==> src/mpre_pkg.sv <==
// Shared constants for the multi-panel row erase link and both of its ends
package mpre_pkg;

  // ----------------------------------------
  // Serial instruction format
  // ----------------------------------------
  localparam int CMD_BITS = 4;
  localparam int OPR_BITS = 16;
  localparam int INSTR_BITS = CMD_BITS + OPR_BITS;
  localparam logic [3:0] CMD_CORE = 4'h0;
  localparam logic [3:0] CMD_TBL_WRITE = 4'hC;
  localparam logic [3:0] CMD_START_PROG = 4'hF;
  localparam int HOLD_BIT_IDX = 3;

  // ----------------------------------------
  // Addresses and values
  // ----------------------------------------
  localparam logic [21:0] PROG_CTRL_ADDR = 22'h3C_0006;
  localparam logic [7:0] PROG_CTRL_RESET = 8'h00;
  localparam logic [7:0] MULTI_PANEL_ENABLE = 8'h40;
  localparam int MULTI_PANEL_BIT = 6;
  localparam int ROW_BYTES = 64;
  localparam logic [21:0] ROW_STEP = 22'h00_0040;
  localparam logic [7:0] MEM_CTRL_RESET = 8'h00;

  // Memory control bit positions
  localparam int PGM_SEL_BIT = 7;
  localparam int CFG_SEL_BIT = 6;
  localparam int ROW_ERASE_BIT = 4;
  localparam int WR_EN_BIT = 3;

  // Pointer byte and memory control file addresses
  localparam logic [7:0] PTR_UPPER_FILE = 8'hF8;
  localparam logic [7:0] PTR_HIGH_FILE = 8'hF7;
  localparam logic [7:0] PTR_LOW_FILE = 8'hF6;
  localparam logic [7:0] MEM_CTRL_FILE = 8'hA6;

  // Core instruction opcodes
  localparam logic [7:0] OP_MOVLW = 8'h0E;
  localparam logic [7:0] OP_MOVWF = 8'h6E;
  localparam logic [7:0] OP_CLRF = 8'h6A;
  localparam logic [3:0] OP_BSF = 4'h8;
  localparam logic [3:0] OP_BCF = 4'h9;
  localparam logic [15:0] OP_NOP = 16'h0000;

  // ----------------------------------------
  // Timing, 200 MHz system clock
  // ----------------------------------------
  localparam int CLK_PERIOD_NS = 5;
  localparam int SER_HALF_NS = 25;
  localparam int SER_HALF_CYC = (SER_HALF_NS + CLK_PERIOD_NS - 1) / CLK_PERIOD_NS;
  localparam int ERASE_HOLD_NS = 5000;
  localparam int ERASE_HOLD_CYC = (ERASE_HOLD_NS + CLK_PERIOD_NS - 1) / CLK_PERIOD_NS;
  localparam int DISCHARGE_NS = 1000;
  localparam int DISCHARGE_CYC = (DISCHARGE_NS + CLK_PERIOD_NS - 1) / CLK_PERIOD_NS;
  localparam int ROW_COUNT = 128;
  localparam int PANEL_COUNT = 8;

endpackage

==> src/mpre_link_if.sv <==
// Serial programming link between the programmer end and the device end
`timescale 1ns/1ps
`default_nettype none
interface mpre_link_if;
  logic serial_prog_clock;
  logic host_data;
  logic host_data_oe;
  logic dev_data;
  logic dev_data_oe;
  logic serial_prog_data;

  // Resolved data wire, weak high when nobody drives
  assign serial_prog_data = host_data_oe ? host_data : (dev_data_oe ? dev_data : 1'b1);

  modport host (
    output serial_prog_clock,
    output host_data,
    output host_data_oe,
    input serial_prog_data
  );

  modport dev (
    input serial_prog_clock,
    input serial_prog_data,
    output dev_data,
    output dev_data_oe
  );
endinterface
`default_nettype wire

==> src/mpre_programmer.sv <==
// Programmer end: drives the multi-panel row erase sequence over the serial link
// Function
// - Device erases one 64-byte row per panel
// - Same row offset in every panel, from pointer
// - Enable via control register at 3C0006h
// - Table write 40h after pointer set 3C0006
// - Select code space, row erase, clear pointer
// - Start command with two dummy bytes
// - Then NOP, clock held high on 4th
// - Erase lasts while serial clock stays high
// - Clock stays low for discharge time after
// - Repeat each row, pointer advanced by 64
// - Pointer offset kept consistent for start
// - Drive on rise, device latches falling, LSB first
// - Twenty bits: 4-bit command, 16-bit operand
// - Command 0000 runs operand as core instruction
// - Pointer is upper, high and low byte
`timescale 1ns/1ps
`default_nettype none
module mpre_programmer #(
  parameter int ROWS = mpre_pkg::ROW_COUNT,
  parameter int HALF_CYC = mpre_pkg::SER_HALF_CYC,
  parameter int HOLD_CYC = mpre_pkg::ERASE_HOLD_CYC,
  parameter int DISCH_CYC = mpre_pkg::DISCHARGE_CYC
) (
  input wire logic sys_clk_i,
  input wire logic rst_i,
  input wire logic start_i,
  mpre_link_if.host link,
  output logic busy_o,
  output logic done_o,
  output logic [15:0] row_o
);
  import mpre_pkg::*;

  typedef enum logic [2:0] {S_IDLE, S_HIGH, S_LOW, S_HOLD, S_DISCH} mpre_state_t;

  typedef struct packed {
    mpre_state_t state;
    logic [4:0] step;
    logic [4:0] bitidx;
    logic [31:0] cnt;
    logic [15:0] row;
    logic sclk;
    logic sdat;
    logic doe;
    logic done;
  } mpre_host_st_t;

  localparam logic [4:0] STEP_LOAD = 5'd16;
  localparam logic [4:0] STEP_START = 5'd22;
  localparam logic [4:0] STEP_NOP = 5'd23;

  mpre_host_st_t st, next_st;
  logic [INSTR_BITS-1:0] cur;
  logic [INSTR_BITS-1:0] first_ins;
  logic [INSTR_BITS-1:0] reload_ins;
  logic [INSTR_BITS-1:0] adv_ins;
  logic [4:0] adv_step;
  logic [21:0] row_addr;

  // ----------------------------------------
  // Instruction table, operand above command so bit 0 goes first
  // ----------------------------------------
  function automatic logic [INSTR_BITS-1:0] instr_f(input logic [4:0] step, input logic [21:0] addr);
    logic [3:0] c;
    logic [15:0] o;
    c = CMD_CORE;
    o = OP_NOP;
    case (step)
      5'd0: o = {OP_BSF, 3'(PGM_SEL_BIT), 1'b0, MEM_CTRL_FILE};
      5'd1: o = {OP_BSF, 3'(CFG_SEL_BIT), 1'b0, MEM_CTRL_FILE};
      5'd2: o = {OP_BSF, 3'(WR_EN_BIT), 1'b0, MEM_CTRL_FILE};
      5'd3: o = {OP_MOVLW, 2'b00, PROG_CTRL_ADDR[21:16]};
      5'd4: o = {OP_MOVWF, PTR_UPPER_FILE};
      5'd5: o = {OP_MOVLW, PROG_CTRL_ADDR[15:8]};
      5'd6: o = {OP_MOVWF, PTR_HIGH_FILE};
      5'd7: o = {OP_MOVLW, PROG_CTRL_ADDR[7:0]};
      5'd8: o = {OP_MOVWF, PTR_LOW_FILE};
      5'd9: begin
        c = CMD_TBL_WRITE;
        o = {8'h00, MULTI_PANEL_ENABLE};
      end
      5'd10: o = {OP_BSF, 3'(PGM_SEL_BIT), 1'b0, MEM_CTRL_FILE};
      5'd11: o = {OP_BCF, 3'(CFG_SEL_BIT), 1'b0, MEM_CTRL_FILE};
      5'd12: o = {OP_BSF, 3'(ROW_ERASE_BIT), 1'b0, MEM_CTRL_FILE};
      5'd13: o = {OP_CLRF, PTR_UPPER_FILE};
      5'd14: o = {OP_CLRF, PTR_HIGH_FILE};
      5'd15: o = {OP_CLRF, PTR_LOW_FILE};
      // Pointer reload for rows after the first
      5'd16: o = {OP_MOVLW, 2'b00, addr[21:16]};
      5'd17: o = {OP_MOVWF, PTR_UPPER_FILE};
      5'd18: o = {OP_MOVLW, addr[15:8]};
      5'd19: o = {OP_MOVWF, PTR_HIGH_FILE};
      5'd20: o = {OP_MOVLW, addr[7:0]};
      5'd21: o = {OP_MOVWF, PTR_LOW_FILE};
      5'd22: begin
        c = CMD_START_PROG;
        o = 16'h0000;
      end
      default: o = OP_NOP;
    endcase
    return {o, c};
  endfunction

  // Row base; the offset is only ever moved in whole rows
  assign row_addr = 22'(st.row) * ROW_STEP;
  assign cur = instr_f(st.step, row_addr);
  // Whole next words as nets, so their first bit can be picked out
  assign first_ins = instr_f(5'd0, 22'd0);
  assign reload_ins = instr_f(STEP_LOAD, 22'(st.row + 16'd1) * ROW_STEP);
  assign adv_step = (st.step == 5'd15) ? STEP_START : st.step + 5'd1;
  assign adv_ins = instr_f(adv_step, row_addr);

  // ----------------------------------------
  // Sequencer: one bit per high and low half period
  // ----------------------------------------
  always_comb begin
    next_st = st;
    next_st.done = 1'b0;
    case (st.state)
      S_IDLE: begin
        next_st.sclk = 1'b0;
        next_st.doe = 1'b0;
        if (start_i) begin
          next_st.state = S_HIGH;
          next_st.step = 5'd0;
          next_st.bitidx = 5'd0;
          next_st.row = 16'd0;
          next_st.cnt = 32'd0;
          next_st.doe = 1'b1;
          next_st.sclk = 1'b1;
          next_st.sdat = first_ins[0];
        end
      end
      S_HIGH: begin
        if (st.cnt == 32'(HALF_CYC - 1)) begin
          next_st.cnt = 32'd0;
          // Fourth clock of the trailing NOP stays high for the erase
          if (st.step == STEP_NOP && st.bitidx == 5'(HOLD_BIT_IDX)) begin
            next_st.state = S_HOLD;
          end else begin
            next_st.state = S_LOW;
            next_st.sclk = 1'b0;
          end
        end else begin
          next_st.cnt = st.cnt + 32'd1;
        end
      end
      S_HOLD: begin
        // Erase length is set here alone, the device has no timer
        if (st.cnt == 32'(HOLD_CYC - 1)) begin
          next_st.cnt = 32'd0;
          next_st.state = S_DISCH;
          next_st.sclk = 1'b0;
        end else begin
          next_st.cnt = st.cnt + 32'd1;
        end
      end
      S_DISCH: begin
        // Clock kept low so the array's high voltage can bleed off
        if (st.cnt == 32'(DISCH_CYC - 1)) begin
          next_st.cnt = 32'd0;
          next_st.state = S_LOW;
        end else begin
          next_st.cnt = st.cnt + 32'd1;
        end
      end
      S_LOW: begin
        if (st.cnt == 32'(HALF_CYC - 1)) begin
          next_st.cnt = 32'd0;
          next_st.state = S_HIGH;
          next_st.sclk = 1'b1;
          if (st.bitidx == 5'(INSTR_BITS - 1)) begin
            next_st.bitidx = 5'd0;
            if (st.step == STEP_NOP) begin
              if (st.row == 16'(ROWS - 1)) begin
                next_st.state = S_IDLE;
                next_st.sclk = 1'b0;
                next_st.doe = 1'b0;
                next_st.done = 1'b1;
              end else begin
                next_st.row = st.row + 16'd1;
                next_st.step = STEP_LOAD;
                next_st.sdat = reload_ins[0];
              end
            end else begin
              // First row uses the cleared pointer, no reload needed
              next_st.step = adv_step;
              next_st.sdat = adv_ins[0];
            end
          end else begin
            // Next bit presented with the rising edge
            next_st.bitidx = st.bitidx + 5'd1;
            next_st.sdat = cur[st.bitidx + 5'd1];
          end
        end else begin
          next_st.cnt = st.cnt + 32'd1;
        end
      end
      default: begin
        next_st.state = S_IDLE;
      end
    endcase
  end

  // ----------------------------------------
  // State register
  // ----------------------------------------
  always_ff @(posedge sys_clk_i) begin
    if (rst_i) begin
      st <= '0;
      st.state <= S_IDLE;
    end else begin
      st <= next_st;
    end
  end

  // ----------------------------------------
  // Outputs
  // ----------------------------------------
  assign link.serial_prog_clock = st.sclk;
  assign link.host_data = st.sdat;
  assign link.host_data_oe = st.doe;
  assign busy_o = (st.state != S_IDLE);
  assign done_o = st.done;
  assign row_o = st.row;
endmodule
`default_nettype wire

==> src/flat_wrapper.sv <==
// flat-port wrapper written by rule: the top's interface ports become plain ports
module mpre_programmer_flat import mpre_pkg::*;
#(
  parameter int ROWS = mpre_pkg::ROW_COUNT,
  parameter int HALF_CYC = mpre_pkg::SER_HALF_CYC,
  parameter int HOLD_CYC = mpre_pkg::ERASE_HOLD_CYC,
  parameter int DISCH_CYC = mpre_pkg::DISCHARGE_CYC
)
  (sys_clk_i, rst_i, start_i, busy_o, done_o, row_o, link_serial_prog_clock, link_host_data, link_host_data_oe);
  mpre_link_if link_i ();
  input wire logic sys_clk_i;
  input wire logic rst_i;
  input wire logic start_i;
  output logic busy_o;
  output logic done_o;
  output logic [15:0] row_o;
  output wire logic [$bits(link_i.serial_prog_clock)-1:0] link_serial_prog_clock;
  output wire logic [$bits(link_i.host_data)-1:0] link_host_data;
  output wire logic [$bits(link_i.host_data_oe)-1:0] link_host_data_oe;
  assign link_serial_prog_clock = link_i.serial_prog_clock;
  assign link_host_data = link_i.host_data;
  assign link_host_data_oe = link_i.host_data_oe;
  mpre_programmer #(.ROWS(ROWS), .HALF_CYC(HALF_CYC), .HOLD_CYC(HOLD_CYC), .DISCH_CYC(DISCH_CYC)) u_core (.sys_clk_i(sys_clk_i), .rst_i(rst_i), .start_i(start_i), .link(link_i), .busy_o(busy_o), .done_o(done_o), .row_o(row_o));
endmodule
==> config.mk <==
export PLATFORM = sky130hd
export DESIGN_NAME = mpre_programmer_flat
export DESIGN_NICKNAME = d
export VERILOG_FILES = /design/src/mpre_pkg.sv /design/src/mpre_link_if.sv /design/src/mpre_programmer.sv /design/src/flat_wrapper.sv
export SDC_FILE = /design/constraint.sdc
export NUM_CORES = 1
export LEC_CHECK = 0
export ABC_AREA = 1
export BUFFER_PORTS_ARGS = -buffer_cell sky130_fd_sc_hd__clkbuf_2
export CORE_AREA = 4 4 105 107
export CTS_CLUSTER_SIZE = 12
export DETAILED_ROUTE_END_ITERATION = 12
export DIE_AREA = 0 0 109 111
export PLACE_DENSITY = 0.73
export RECOVER_POWER = 50
export SETUP_SLACK_MARGIN = 0.1
export SLEW_MARGIN = 20
export SYNTH_ARGS = -nofsm -noshare
export SYNTH_HDL_FRONTEND = slang
export SYNTH_SLANG_ARGS = --single-unit
==> constraint.sdc <==
create_clock -name sys_clk_i -period 6.2 [get_ports sys_clk_i]
set_input_delay 1.24 -clock sys_clk_i [delete_from_list [all_inputs] [get_ports sys_clk_i]]
set_output_delay 1.24 -clock sys_clk_i [all_outputs]
set_load 0.01 [all_outputs]
==> impl_metrics.csv, run 1 <==
group,metric,value,unit
outcome,status,"finished, final reports clean",
place,pre_cts_slack,3.193,ns
min_path,holdPathStages,2,
timing,grt_setup_unrepaired,"false",
finish,nets,776,
floorplanning,io-pin-count,24,
finish,final_util,0.4907,
grt,grt_util_all_layers,0.2124,
detailed_routing,drt.antenna.violating_nets,0,
critical_path,path_class,"reg2reg",
finish,drive_above_1_share,0.1042,
timing,finalSetupTns,0,ns
synth,postSynthAreaPerCell,6.357,um^2
critical_path,r2r_end,"u_core.row_o[11]$_SDFFE_PP0P_",
floorplanning,core_area,10140,um^2
clocking,insertion_delay,0.34,ns
job,maxCapViolCount,0,
clocking,htree_levels,3,
power,swShare,0.5050,
grt,grt_max_degree,27,
detailed_routing,first_pass_iters,5,
timing,final_max_slew_viol_count,0,
place,placed_area,4910,um^2
synth,synthTopCellsByCount,"nand2_1 (140), nor2_1 (105), inv_1 (91)",
clocking,clk_pin_slew,0.07,ns
floorplanning,initial_core_util,0.4753,
synth,yosysWarnings,0,
clocking,ctsResizeCount,0,
floorplanning,fp.dieArea,12100,um^2
timing,period_share,0.5207,
clocking,cts_sinks,65,
grt,grt_pass1_vias,4609,
synth,ys_ff_latch,65,
finish,n_fill_cell,1060,
detailed_routing,met3RoutedLength,645,um
synth,synth_edf_count,0,
clocking,clockBufferDepth,2,
critical_path,worst_r2r_path_depth,8,
detailed_routing,topRoutingLayerUsed,"met4",
timing,final-setup-viol-count,0,
power,pwr-share-seq,0.299,
clocking,cts_buffers,9,
synth,ys_top_cells_by_area,"dfxtp_1 (27%), nand2_1 (11%), nor2_1 (8.2%)",
critical_path,ff2ff_setup_slack,2.97,ns
detailed_routing,via_per_inst,5.410,
clocking,postCtsHoldBufs,0,
finish,multiInputGateArea,2771,um^2
critical_path,crit_arrival,3.46,ns
critical_path,startpoint,"u_core.st[61]$_SDFFE_PP0P_",
place,port_buffers,23,
timing,slew_headroom,0.4662,
synth,syn-num-nets,770,
synth,async_flop_share,0,
power,p_comb_frac,0.521,
min_path,hold_path.class,"reg2reg",
synth,syn-instance-count,758,
place,gp_congestion,0.9303,
power,p_total,1.787,mW
grt,grt_pass1_wl,21200,um
power,p_int,0.8847,mW
finish,syn2layout_area_growth,3.246,%
timing,final.setup.worst_slack,2.972,ns
synth,synth_top_area_share,0.2701,
finish,finalInstanceArea,4975,um^2
timing,final-hold-violation-count,0,
timing,fmax,309.8,MHz
synth,seq_area_frac_synth,0.2701,
clocking,clockRootBuffer,"clkbuf_8",
floorplanning,die_height,111,um
timing,min_period,3.228,ns
detailed_routing,wl_met2,6245,um
power,irDropWorstVdd,146.9,uV
detailed_routing,wl_met1,5440,um
critical_path,critPathMaxFanout,18,
power,p_clk_frac,0.180,
synth,synth_area,4818,um^2
place,dp_hpwl,9726,um
critical_path,start_kind,"flop",
power,switchingPower,0.9026,mW
synth,synthFlopType,"dfxtp_1",
detailed_routing,avgRoutedWirePerCell,13.95,um
grt,antenna_found_initial,0,
critical_path,end_kind,"flop",
synth,yosysUniqueCellTypes,49,
timing,fin_skew,0.009500,ns
clocking,postCtsSetupBuffers,0,
power,power_density,359.3,nW/um^2
floorplanning,row_count,37,
grt,grt_overflow,0,
critical_path,r2r-start,"u_core.st[61]$_SDFFE_PP0P_",
detailed_routing,dr.first_iter.drc_count,344,
clocking,cts_tree,"built",
finish,diodes,0,
finish,register_area,1301,um^2
power,p_leak,2.034,nW
floorplanning,fp.dieW,109,um
timing,worst_pin_slew,0.7977,ns
detailed_routing,drt-total-wl,12610,um
critical_path,worstSetupEndpoint,"u_core.row_o[11]$_SDFFE_PP0P_",
detailed_routing,num_vias,4891,
critical_path,crit_required,6.44,ns
synth,synth.most_common_cell,"nand2_1",
synth,yosysTopAreaCell,"dfxtp_1",
detailed_routing,route.detailed.drc,0,
kinds of logic after synthesis:
logic type | share of synthesized area
AND/OR/NAND/NOR | 0.4357
buffers and inverters | 0.1384
adder cells (fa/ha/maj) | 0.02337
AO/OA/AOI/OAI | 0.1070
flip-flops | 0.2701
XOR/XNOR | 0.02545
registers in the layout (all words and copies together) (netlist names):
signal                         count
u_core.link.host_data_oe           1
u_core.row_o                      16
u_core.done_o                      1
u_core.link.serial_prog_clock      1
u_core.link.host_data              1
u_core.st                         45
worst max-delay path: stages (launching register included):
cell	delay, ns
dfxtp_1	0.58
inv_1	0.25
nor3_1	0.55
inv_1	0.30
o21ai_2	0.21
nand3_1	0.51
o21ai_0	0.45
o21ai_0	0.14
o21a_1	0.13
cell type report:
type                       count  area share
inverter                     126     0.09507
timing repair buffer          23     0.01811
tap                          136     0.03421
sequential                    65      0.2616
clock inverter                 6    0.009054
multi-input combinational    539      0.5571
clock buffer                   9     0.02490
power groups by stage:
stage	combinational (mW)	clock [mW]	sequential [mW]
6_report	0.931	0.322	0.535
5_1_grt	1.06	0.354	0.545
4_1_cts	0.956	0.332	0.534
3_5_place_dp	0.953	0	0.543
3_3_place_gp	0.945	0	0.541
2_1_floorplan	0.792	0	0.512
stage by stage:
step           instances  hold WS [ns]
4_1_cts              904        0.4920
5_1_grt              904        0.5098
3_5_place_dp         889        0.4804
6_report             904        0.4802
3_3_place_gp         889        0.4690
2_1_floorplan        758        0.4569
cell usage in the layout (no fill, tap or decap), drive strengths merged, types with 29 or more instances in the layout:
cell / count
nand2: 143
inv: 125
nor2: 112
nand3: 87
dfxtp: 65
nor3: 37
o21ai: 34
a21oi: 32
clkbuf: 32
nand4: 29
metal layers:
layer	vias up	track usage
li1	2473	-
met1	2249	0.2684
met2	143	0.3616
met3	26	0.04019
met4	0	0.06313
met5	-	0
how the worst min path moves through the flow:
stage | endpoint | slack, ns | from
after floorplan | u_core.row_o[15]$_SDFFE_PP0P_ | 0.46 | u_core.row_o[15]$_SDFFE_PP0P_
after global placement | u_core.link.serial_prog_clock$_SDFFE_PP0P_ | 0.47 | u_core.link.serial_prog_clock$_SDFFE_PP0P_
after detailed placement | u_core.link.host_data_oe$_SDFFE_PP0P_ | 0.48 | u_core.link.host_data_oe$_SDFFE_PP0P_
after CTS | u_core.link.host_data_oe$_SDFFE_PP0P_ | 0.49 | u_core.link.host_data_oe$_SDFFE_PP0P_
after global routing | u_core.link.host_data$_SDFFE_PP0P_ | 0.51 | u_core.link.host_data$_SDFFE_PP0P_
final | u_core.link.host_data$_SDFFE_PP0P_ | 0.48 | u_core.link.host_data$_SDFFE_PP0P_
Power figures use the tool's default switching activity.
==> run 2: changes to the inputs <==
--- a/config.mk
+++ b/config.mk
@@ -5,13 +5,13 @@
 export SDC_FILE = /design/constraint.sdc
 export NUM_CORES = 1
 export LEC_CHECK = 0
-export ABC_AREA = 1
+export ABC_AREA = 0
 export BUFFER_PORTS_ARGS = -buffer_cell sky130_fd_sc_hd__clkbuf_2
-export CORE_AREA = 4 4 105 107
+export CORE_AREA = 4 4 98 100
 export CTS_CLUSTER_SIZE = 12
 export DETAILED_ROUTE_END_ITERATION = 12
-export DIE_AREA = 0 0 109 111
-export PLACE_DENSITY = 0.73
+export DIE_AREA = 0 0 102 104
+export PLACE_DENSITY = 0.76
 export RECOVER_POWER = 50
 export SETUP_SLACK_MARGIN = 0.1
 export SLEW_MARGIN = 20
==> constraint.sdc (replaced) <==
create_clock -name sys_clk_i -period 2.8 [get_ports sys_clk_i]
set_input_delay 0.56 -clock sys_clk_i [delete_from_list [all_inputs] [get_ports sys_clk_i]]
set_output_delay 0.56 -clock sys_clk_i [all_outputs]
set_load 0.01 [all_outputs]
==> impl_metrics.csv, run 2 <==
group,metric,value,unit
outcome,status,"finished, final reports clean",
grt,grt_max_degree,33,
min_path,min_from,"u_core.link.host_data_oe$_SDFFE_PP0P_",
timing,worst_pin_slew,0.6968,ns
critical_path,worst_r2r_path_depth,7,
detailed_routing,avgRoutedWirePerCell,15.09,um
finish,layout_common_cells,"nor2_1 (72), dfxtp_1 (64), nand2_1 (42)",
detailed_routing,drt-total-wl,10200,um
critical_path,critPathMaxFanout,5,
finish,largest-register,"u_core.st",
synth,seq_area_frac_synth,0.3101,
finish,drive_above_1_share,0.1127,
grt,grt_pass1_vias,3783,
synth,synthTopCellsByCount,"nor2_1 (71), dfxtp_1 (65), nand2_1 (42)",
critical_path,r2r-start,"u_core.st[29]$_SDFFE_PP0P_",
detailed_routing,route.detailed.drc,0,
clocking,cts_buffers,9,
critical_path,slowest_delay,0.54,ns
place,dp_hpwl,7403,um
critical_path,crit_arrival,2.93,ns
synth,async_flop_share,0,
min_path,hold_path.class,"reg2reg",
timing,slew_headroom,0.5312,
clocking,htree_levels,3,
synth,synth_area,4197,um^2
finish,diodes,0,
synth,yosysTopAreaCell,"dfxtp_1",
grt,grt_overflow,0,
synth,yosysWarnings,0,
timing,fmax,375.9,MHz
synth,synthFlopType,"dfxtp_1",
synth,synth_top_area_share,0.3101,
timing,final-hold-violation-count,0,
floorplanning,fp.dieArea,10610,um^2
detailed_routing,drt.antenna.violating_nets,0,
synth,ys_top_cells_by_area,"dfxtp_1 (31%), nor2_1 (6.4%), xor2_1 (5.8%)",
min_path,holdPathStages,2,
critical_path,crit_required,3.07,ns
detailed_routing,first_pass_iters,5,
floorplanning,row_count,34,
power,p_leak,1.576,nW
critical_path,ff2ff_setup_slack,0.14,ns
clocking,postCtsHoldBufs,0,
synth,yosysUniqueCellTypes,63,
timing,min_period,2.660,ns
power,power_density,527.3,nW/um^2
floorplanning,initial_core_util,0.4836,
min_path,hold-path-endpoint,"u_core.link.host_data_oe$_SDFFE_PP0P_",
critical_path,cp_cell_sequence,"or4_4 -> or4_4 -> nor4_4 -> nor2_1 -> a21o_4 -> or4_1 -> a21oi_1",
grt,grt_util_all_layers,0.1936,
critical_path,start_kind,"flop",
finish,final_common_cell,"nor2_1",
synth,ys_ff_latch,65,
clocking,clockRootBuffer,"clkbuf_8",
timing,final_max_slew_viol_count,0,
clocking,clockBufferDepth,2,
grt,grt_pass1_wl,17180,um
grt,antenna_found_initial,0,
critical_path,cp_num_buf_inv,0,
place,port_buffers,23,
detailed_routing,via_per_inst,5.855,
detailed_routing,num_vias,3958,
synth,syn-instance-count,543,
clocking,insertion_delay,0.34,ns
place,gp_congestion,0.8779,
job,maxCapViolCount,0,
timing,finalSetupTns,0,ns
finish,largest_register_ffs,45,
timing,grt_setup_unrepaired,"true",
critical_path,r2r_end,"u_core.st[57]$_SDFFE_PP0P_",
critical_path,crit_top_cell,"or4_4",
detailed_routing,dr.first_iter.drc_count,214,
timing,period_share,0.9500,
synth,syn-num-nets,555,
clocking,cts_sinks,65,
power,irDropWorstVdd,293.7,uV
floorplanning,die_height,104,um
finish,syn2layout_area_growth,11.78,%
clocking,cts_tree,"built",
finish,nets,575,
floorplanning,fp.dieW,102,um
timing,final-setup-viol-count,0,
timing,fin_skew,0.01038,ns
critical_path,end_kind,"flop",
floorplanning,core_area,8678,um^2
floorplanning,io-pin-count,24,
critical_path,crit_slowest_cell,"or4_4",
critical_path,cp_top_family,"simple AND/OR/NAND/NOR gates",
synth,postSynthAreaPerCell,7.728,um^2
finish,final_util,0.5405,
synth,synth_edf_count,0,
clocking,clk_pin_slew,0.07,ns
synth,synth.most_common_cell,"nor2_1",
power,p_total,2.473,mW
critical_path,path_class,"reg2reg",
[run 2: kinds of logic (layout without fill, tap and decap cells)]
logic type                 after synthesis  count (layout)  share of synthesized area
buffers and inverters                   62              87                    0.07185
and+or+nand+nor                        260             260                     0.3283
AOI/OAI and AO/OA                       93              93                     0.1500
muxes                                    1               1                   0.002385
DFF                                     65              65                     0.3101
adders and majority gates                9               9                    0.02683
xor gates and xnor gates                53              53                     0.1106
[run 2: metrics by stage]
stage	cell area (um^2)	hold slack, ns	setup WS [ns]	std cells
detailed placement	4420	0.4765	0.05097	655
global placement	4420	0.4618	0.1312	655
CTS	4657	0.4868	0.1112	674
floorplan	4197	0.4772	0.1359	543
global route	4691	0.5074	0.05472	676
finish	4691	0.4854	0.1399	676
[run 2: worst max-delay path by stage]
| stage | to | depth (start not counted) | slack [ns] | from |
|---|---|---|---|---|
| after floorplan | u_core.st[60]$_SDFFE_PP0P_ | 8 | 0.14 | u_core.st[28]$_SDFFE_PP0P_ |
| after global placement | u_core.st[60]$_SDFFE_PP0P_ | 7 | 0.13 | u_core.st[29]$_SDFFE_PP0P_ |
| after detailed placement | u_core.st[60]$_SDFFE_PP0P_ | 7 | 0.05 | u_core.st[29]$_SDFFE_PP0P_ |
| after CTS | u_core.st[60]$_SDFFE_PP0P_ | 7 | 0.11 | u_core.st[29]$_SDFFE_PP0P_ |
| after global routing | u_core.st[31]$_SDFFE_PP0P_ | 9 | 0.05 | u_core.st[20]$_SDFFE_PP0P_ |
| final | u_core.st[57]$_SDFFE_PP0P_ | 7 | 0.14 | u_core.st[29]$_SDFFE_PP0P_ |
[run 2: repair_timing]
item                                    4_1_cts  5_1_grt
pin swaps                                     2        4
endpoints found under the setup margin        4       13
gates resized for setup                       1       13
buffers inserted                              3        2
[run 2: per-layer routing]
metal / routed length, um / up-vias / global-route usage / part of all wire
met5: 0 / - / 0 / 0
met4: 263 / 0 / 0.08435 / 0.026
met3: 313 / 24 / 0.03421 / 0.031
met2: 5071 / 82 / 0.3227 / 0.50
met1: 4552 / 1879 / 0.2403 / 0.45
li1: - / 1973 / - / -
[run 2: final cells by class]
| cell class | instances | area, um^2 |
|---|---|---|
| clock inverter | 4 | 51.30 |
| timing repair buffer | 55 | 342.8 |
| multi-input combinational | 416 | 2644 |
| inverter | 16 | 60.06 |
| sequential | 65 | 1303 |
| clock buffer | 12 | 155.1 |
| tap | 108 | 135.1 |
| fill | 846 | 3988 |
[run 2: power by group]
part / switching [mW] / total (mW) / internal, mW
Clock: 0.358 / 0.818 / 0.460
Sequential: 0.0641 / 1.03 / 0.964
Combinational: 0.379 / 0.627 / 0.248
[run 2: worst min-delay path, delay by kind of cell (launching register included)]
family	cells	cell delay (ns)
AO/OA/AOI/OAI	2	0.12
flip-flops	1	0.32
==> run 3: changes to the inputs <==
==> constraint.sdc (replaced) <==
create_clock -name sys_clk_i -period 2.8 [get_ports sys_clk_i]
set_input_delay 0.56 -clock sys_clk_i [delete_from_list [all_inputs] [get_ports sys_clk_i]]
set_output_delay 0.56 -clock sys_clk_i [all_outputs]
set_load 0.1 [all_outputs]
==> impl_metrics.csv, run 3 (synthesis results as in run 2) <==
group,metric,value,unit
critical_path,cp_cell_sequence,"or4_4 -> or4_4 -> nor4_4 -> nor2_1 -> a21o_4 -> or4_1 -> a21oi_1",
place,port_buffers,23,
detailed_routing,route.detailed.drc,0,
detailed_routing,drt-total-wl,10210,um
critical_path,slowest_delay,0.54,ns
timing,min_period,2.660,ns
place,dp_hpwl,7403,um
floorplanning,fp.dieArea,10610,um^2
clocking,postCtsHoldBufs,0,
power,switchingPower,0.9832,mW
critical_path,ff2ff_setup_slack,0.14,ns
finish,final_common_cell,"nor2_1",
clocking,clockBufferDepth,2,
power,p_clk_frac,0.308,
finish,syn2layout_area_growth,11.81,%
timing,slew_headroom,0.2208,
outcome,status,"finished, final reports clean",
job,maxCapViolCount,0,
critical_path,crit_slowest_cell,"or4_4",
min_path,hold_path.class,"reg2reg",
timing,period_share,0.9501,
finish,largest-register,"u_core.st",
timing,fin_skew,0.01038,ns
place,gp_congestion,0.8779,
power,p_int,1.674,mW
floorplanning,core_area,8678,um^2
grt,grt_util_all_layers,0.1936,
critical_path,path_class,"reg2reg",
power,power_density,566.4,nW/um^2
clocking,cts_tree,"built",
timing,fmax,375.9,MHz
critical_path,r2r_end,"u_core.st[57]$_SDFFE_PP0P_",
clocking,cts_sinks,65,
power,irDropWorstVdd,333.1,uV
grt,grt_pass1_wl,17180,um
timing,grt_setup_unrepaired,"true",
clocking,htree_levels,3,
timing,final-hold-violation-count,0,
power,pwr-share-seq,0.387,
grt,grt_max_degree,33,
detailed_routing,num_vias,3969,
clocking,clockRootBuffer,"clkbuf_8",
critical_path,crit_required,3.07,ns
finish,drive_above_1_share,0.1144,
critical_path,critPathMaxFanout,5,
place,placed_area,4420,um^2
finish,largest_register_ffs,45,
min_path,min_from,"u_core.link.host_data_oe$_SDFFE_PP0P_",
min_path,hold-path-endpoint,"u_core.link.host_data_oe$_SDFFE_PP0P_",
clocking,cts_buffers,9,
critical_path,start_kind,"flop",
detailed_routing,drt.antenna.violating_nets,0,
detailed_routing,via_per_inst,5.871,
detailed_routing,first_pass_iters,5,
critical_path,crit_top_cell,"or4_4",
clocking,insertion_delay,0.34,ns
critical_path,r2r-start,"u_core.st[29]$_SDFFE_PP0P_",
finish,final_util,0.5407,
timing,finalSetupTns,0,ns
min_path,holdPathStages,2,
detailed_routing,avgRoutedWirePerCell,15.10,um
critical_path,crit_arrival,2.93,ns
grt,antenna_found_initial,0,
grt,grt_overflow,0,
power,p_comb_frac,0.305,
power,swShare,0.3700,
floorplanning,io-pin-count,24,
clocking,clk_pin_slew,0.07,ns
timing,final-setup-viol-count,0,
power,p_leak,1.579,nW
grt,grt_pass1_vias,3783,
timing,worst_pin_slew,1.174,ns
floorplanning,die_height,104,um
timing,final_max_slew_viol_count,0,
detailed_routing,dr.first_iter.drc_count,214,
finish,nets,575,
finish,finalInstanceArea,4692,um^2
floorplanning,initial_core_util,0.4836,
finish,diodes,0,
finish,layout_common_cells,"nor2_1 (72), dfxtp_1 (64), nand2_1 (42)",
floorplanning,row_count,34,
floorplanning,fp.dieW,102,um
critical_path,end_kind,"flop",
critical_path,worst_r2r_path_depth,7,
## run 3: cell types whose count changed in the layout (fill, tap and decap cells not counted)
cell      before  now
clkbuf_2       2    3
clkbuf_1      25   24
## run 3: worst max-delay path, delay by kind of cell, from the launching register on
family	cells	cell delay, ns
AND/OR/NAND/NOR	5	1.87
flip-flops	1	0.34
AO/OA/AOI/OAI	2	0.38
## run 3: power by group through the flow
stage / logic (mW) / clock network [mW] / registers, mW
floorplan: 0.564 / 0 / 1.07
global placement: 0.744 / 0 / 1.04
detailed placement: 0.756 / 0 / 1.05
CTS: 0.786 / 0.838 / 1.03
global route: 0.873 / 0.882 / 1.03
finish: 0.812 / 0.818 / 1.03
## run 3: layer usage
layer	global-route usage	vias up	share of wire
met5	0	-	0
met4	0.08435	0	0.027
met3	0.03421	28	0.031
met2	0.3227	85	0.50
met1	0.2403	1883	0.45
li1	-	1973	-
## run 3: what timing repair did
| action | CTS | global route |
|---|---|---|
| endpoints found under the setup margin | 4 | 13 |
| hold endpoints to repair | 0 | 0 |
| buffers inserted | 3 | 2 |
| gates resized for setup | 1 | 13 |
| pin swaps | 2 | 4 |
## run 3: metrics by stage
step | power (mW) | cells | hold slack (ns) | worst slack (ns)
2_1_floorplan | 1.639 | 543 | 0.4772 | 0.1359
3_3_place_gp | 1.788 | 655 | 0.4618 | 0.1312
3_5_place_dp | 1.803 | 655 | 0.4765 | 0.05097
4_1_cts | 2.649 | 674 | 0.4868 | 0.1112
5_1_grt | 2.790 | 676 | 0.5074 | 0.05472
6_report | 2.657 | 676 | 0.4811 | 0.1398
## run 3: cell type report
| class | instances | area (um^2) |
|---|---|---|
| Fill cell | 845 | 3986 |
| Multi-Input combinational cell | 416 | 2644 |
| Sequential cell | 65 | 1303 |
| Timing Repair Buffer | 55 | 344.1 |
| Clock buffer | 12 | 155.1 |
| Tap cell | 108 | 135.1 |
| Inverter | 16 | 60.06 |
| Clock inverter | 4 | 51.30 |
## run 3: worst max-delay path by stage
stage / startpoint / end / slack, ns / cells after the start
6_report: u_core.st[29]$_SDFFE_PP0P_ / u_core.st[57]$_SDFFE_PP0P_ / 0.14 / 7
3_3_place_gp: u_core.st[29]$_SDFFE_PP0P_ / u_core.st[60]$_SDFFE_PP0P_ / 0.13 / 7
4_1_cts: u_core.st[29]$_SDFFE_PP0P_ / u_core.st[60]$_SDFFE_PP0P_ / 0.11 / 7
2_1_floorplan: u_core.st[28]$_SDFFE_PP0P_ / u_core.st[60]$_SDFFE_PP0P_ / 0.14 / 8
5_1_grt: u_core.st[20]$_SDFFE_PP0P_ / u_core.st[31]$_SDFFE_PP0P_ / 0.05 / 9
3_5_place_dp: u_core.st[29]$_SDFFE_PP0P_ / u_core.st[60]$_SDFFE_PP0P_ / 0.05 / 7
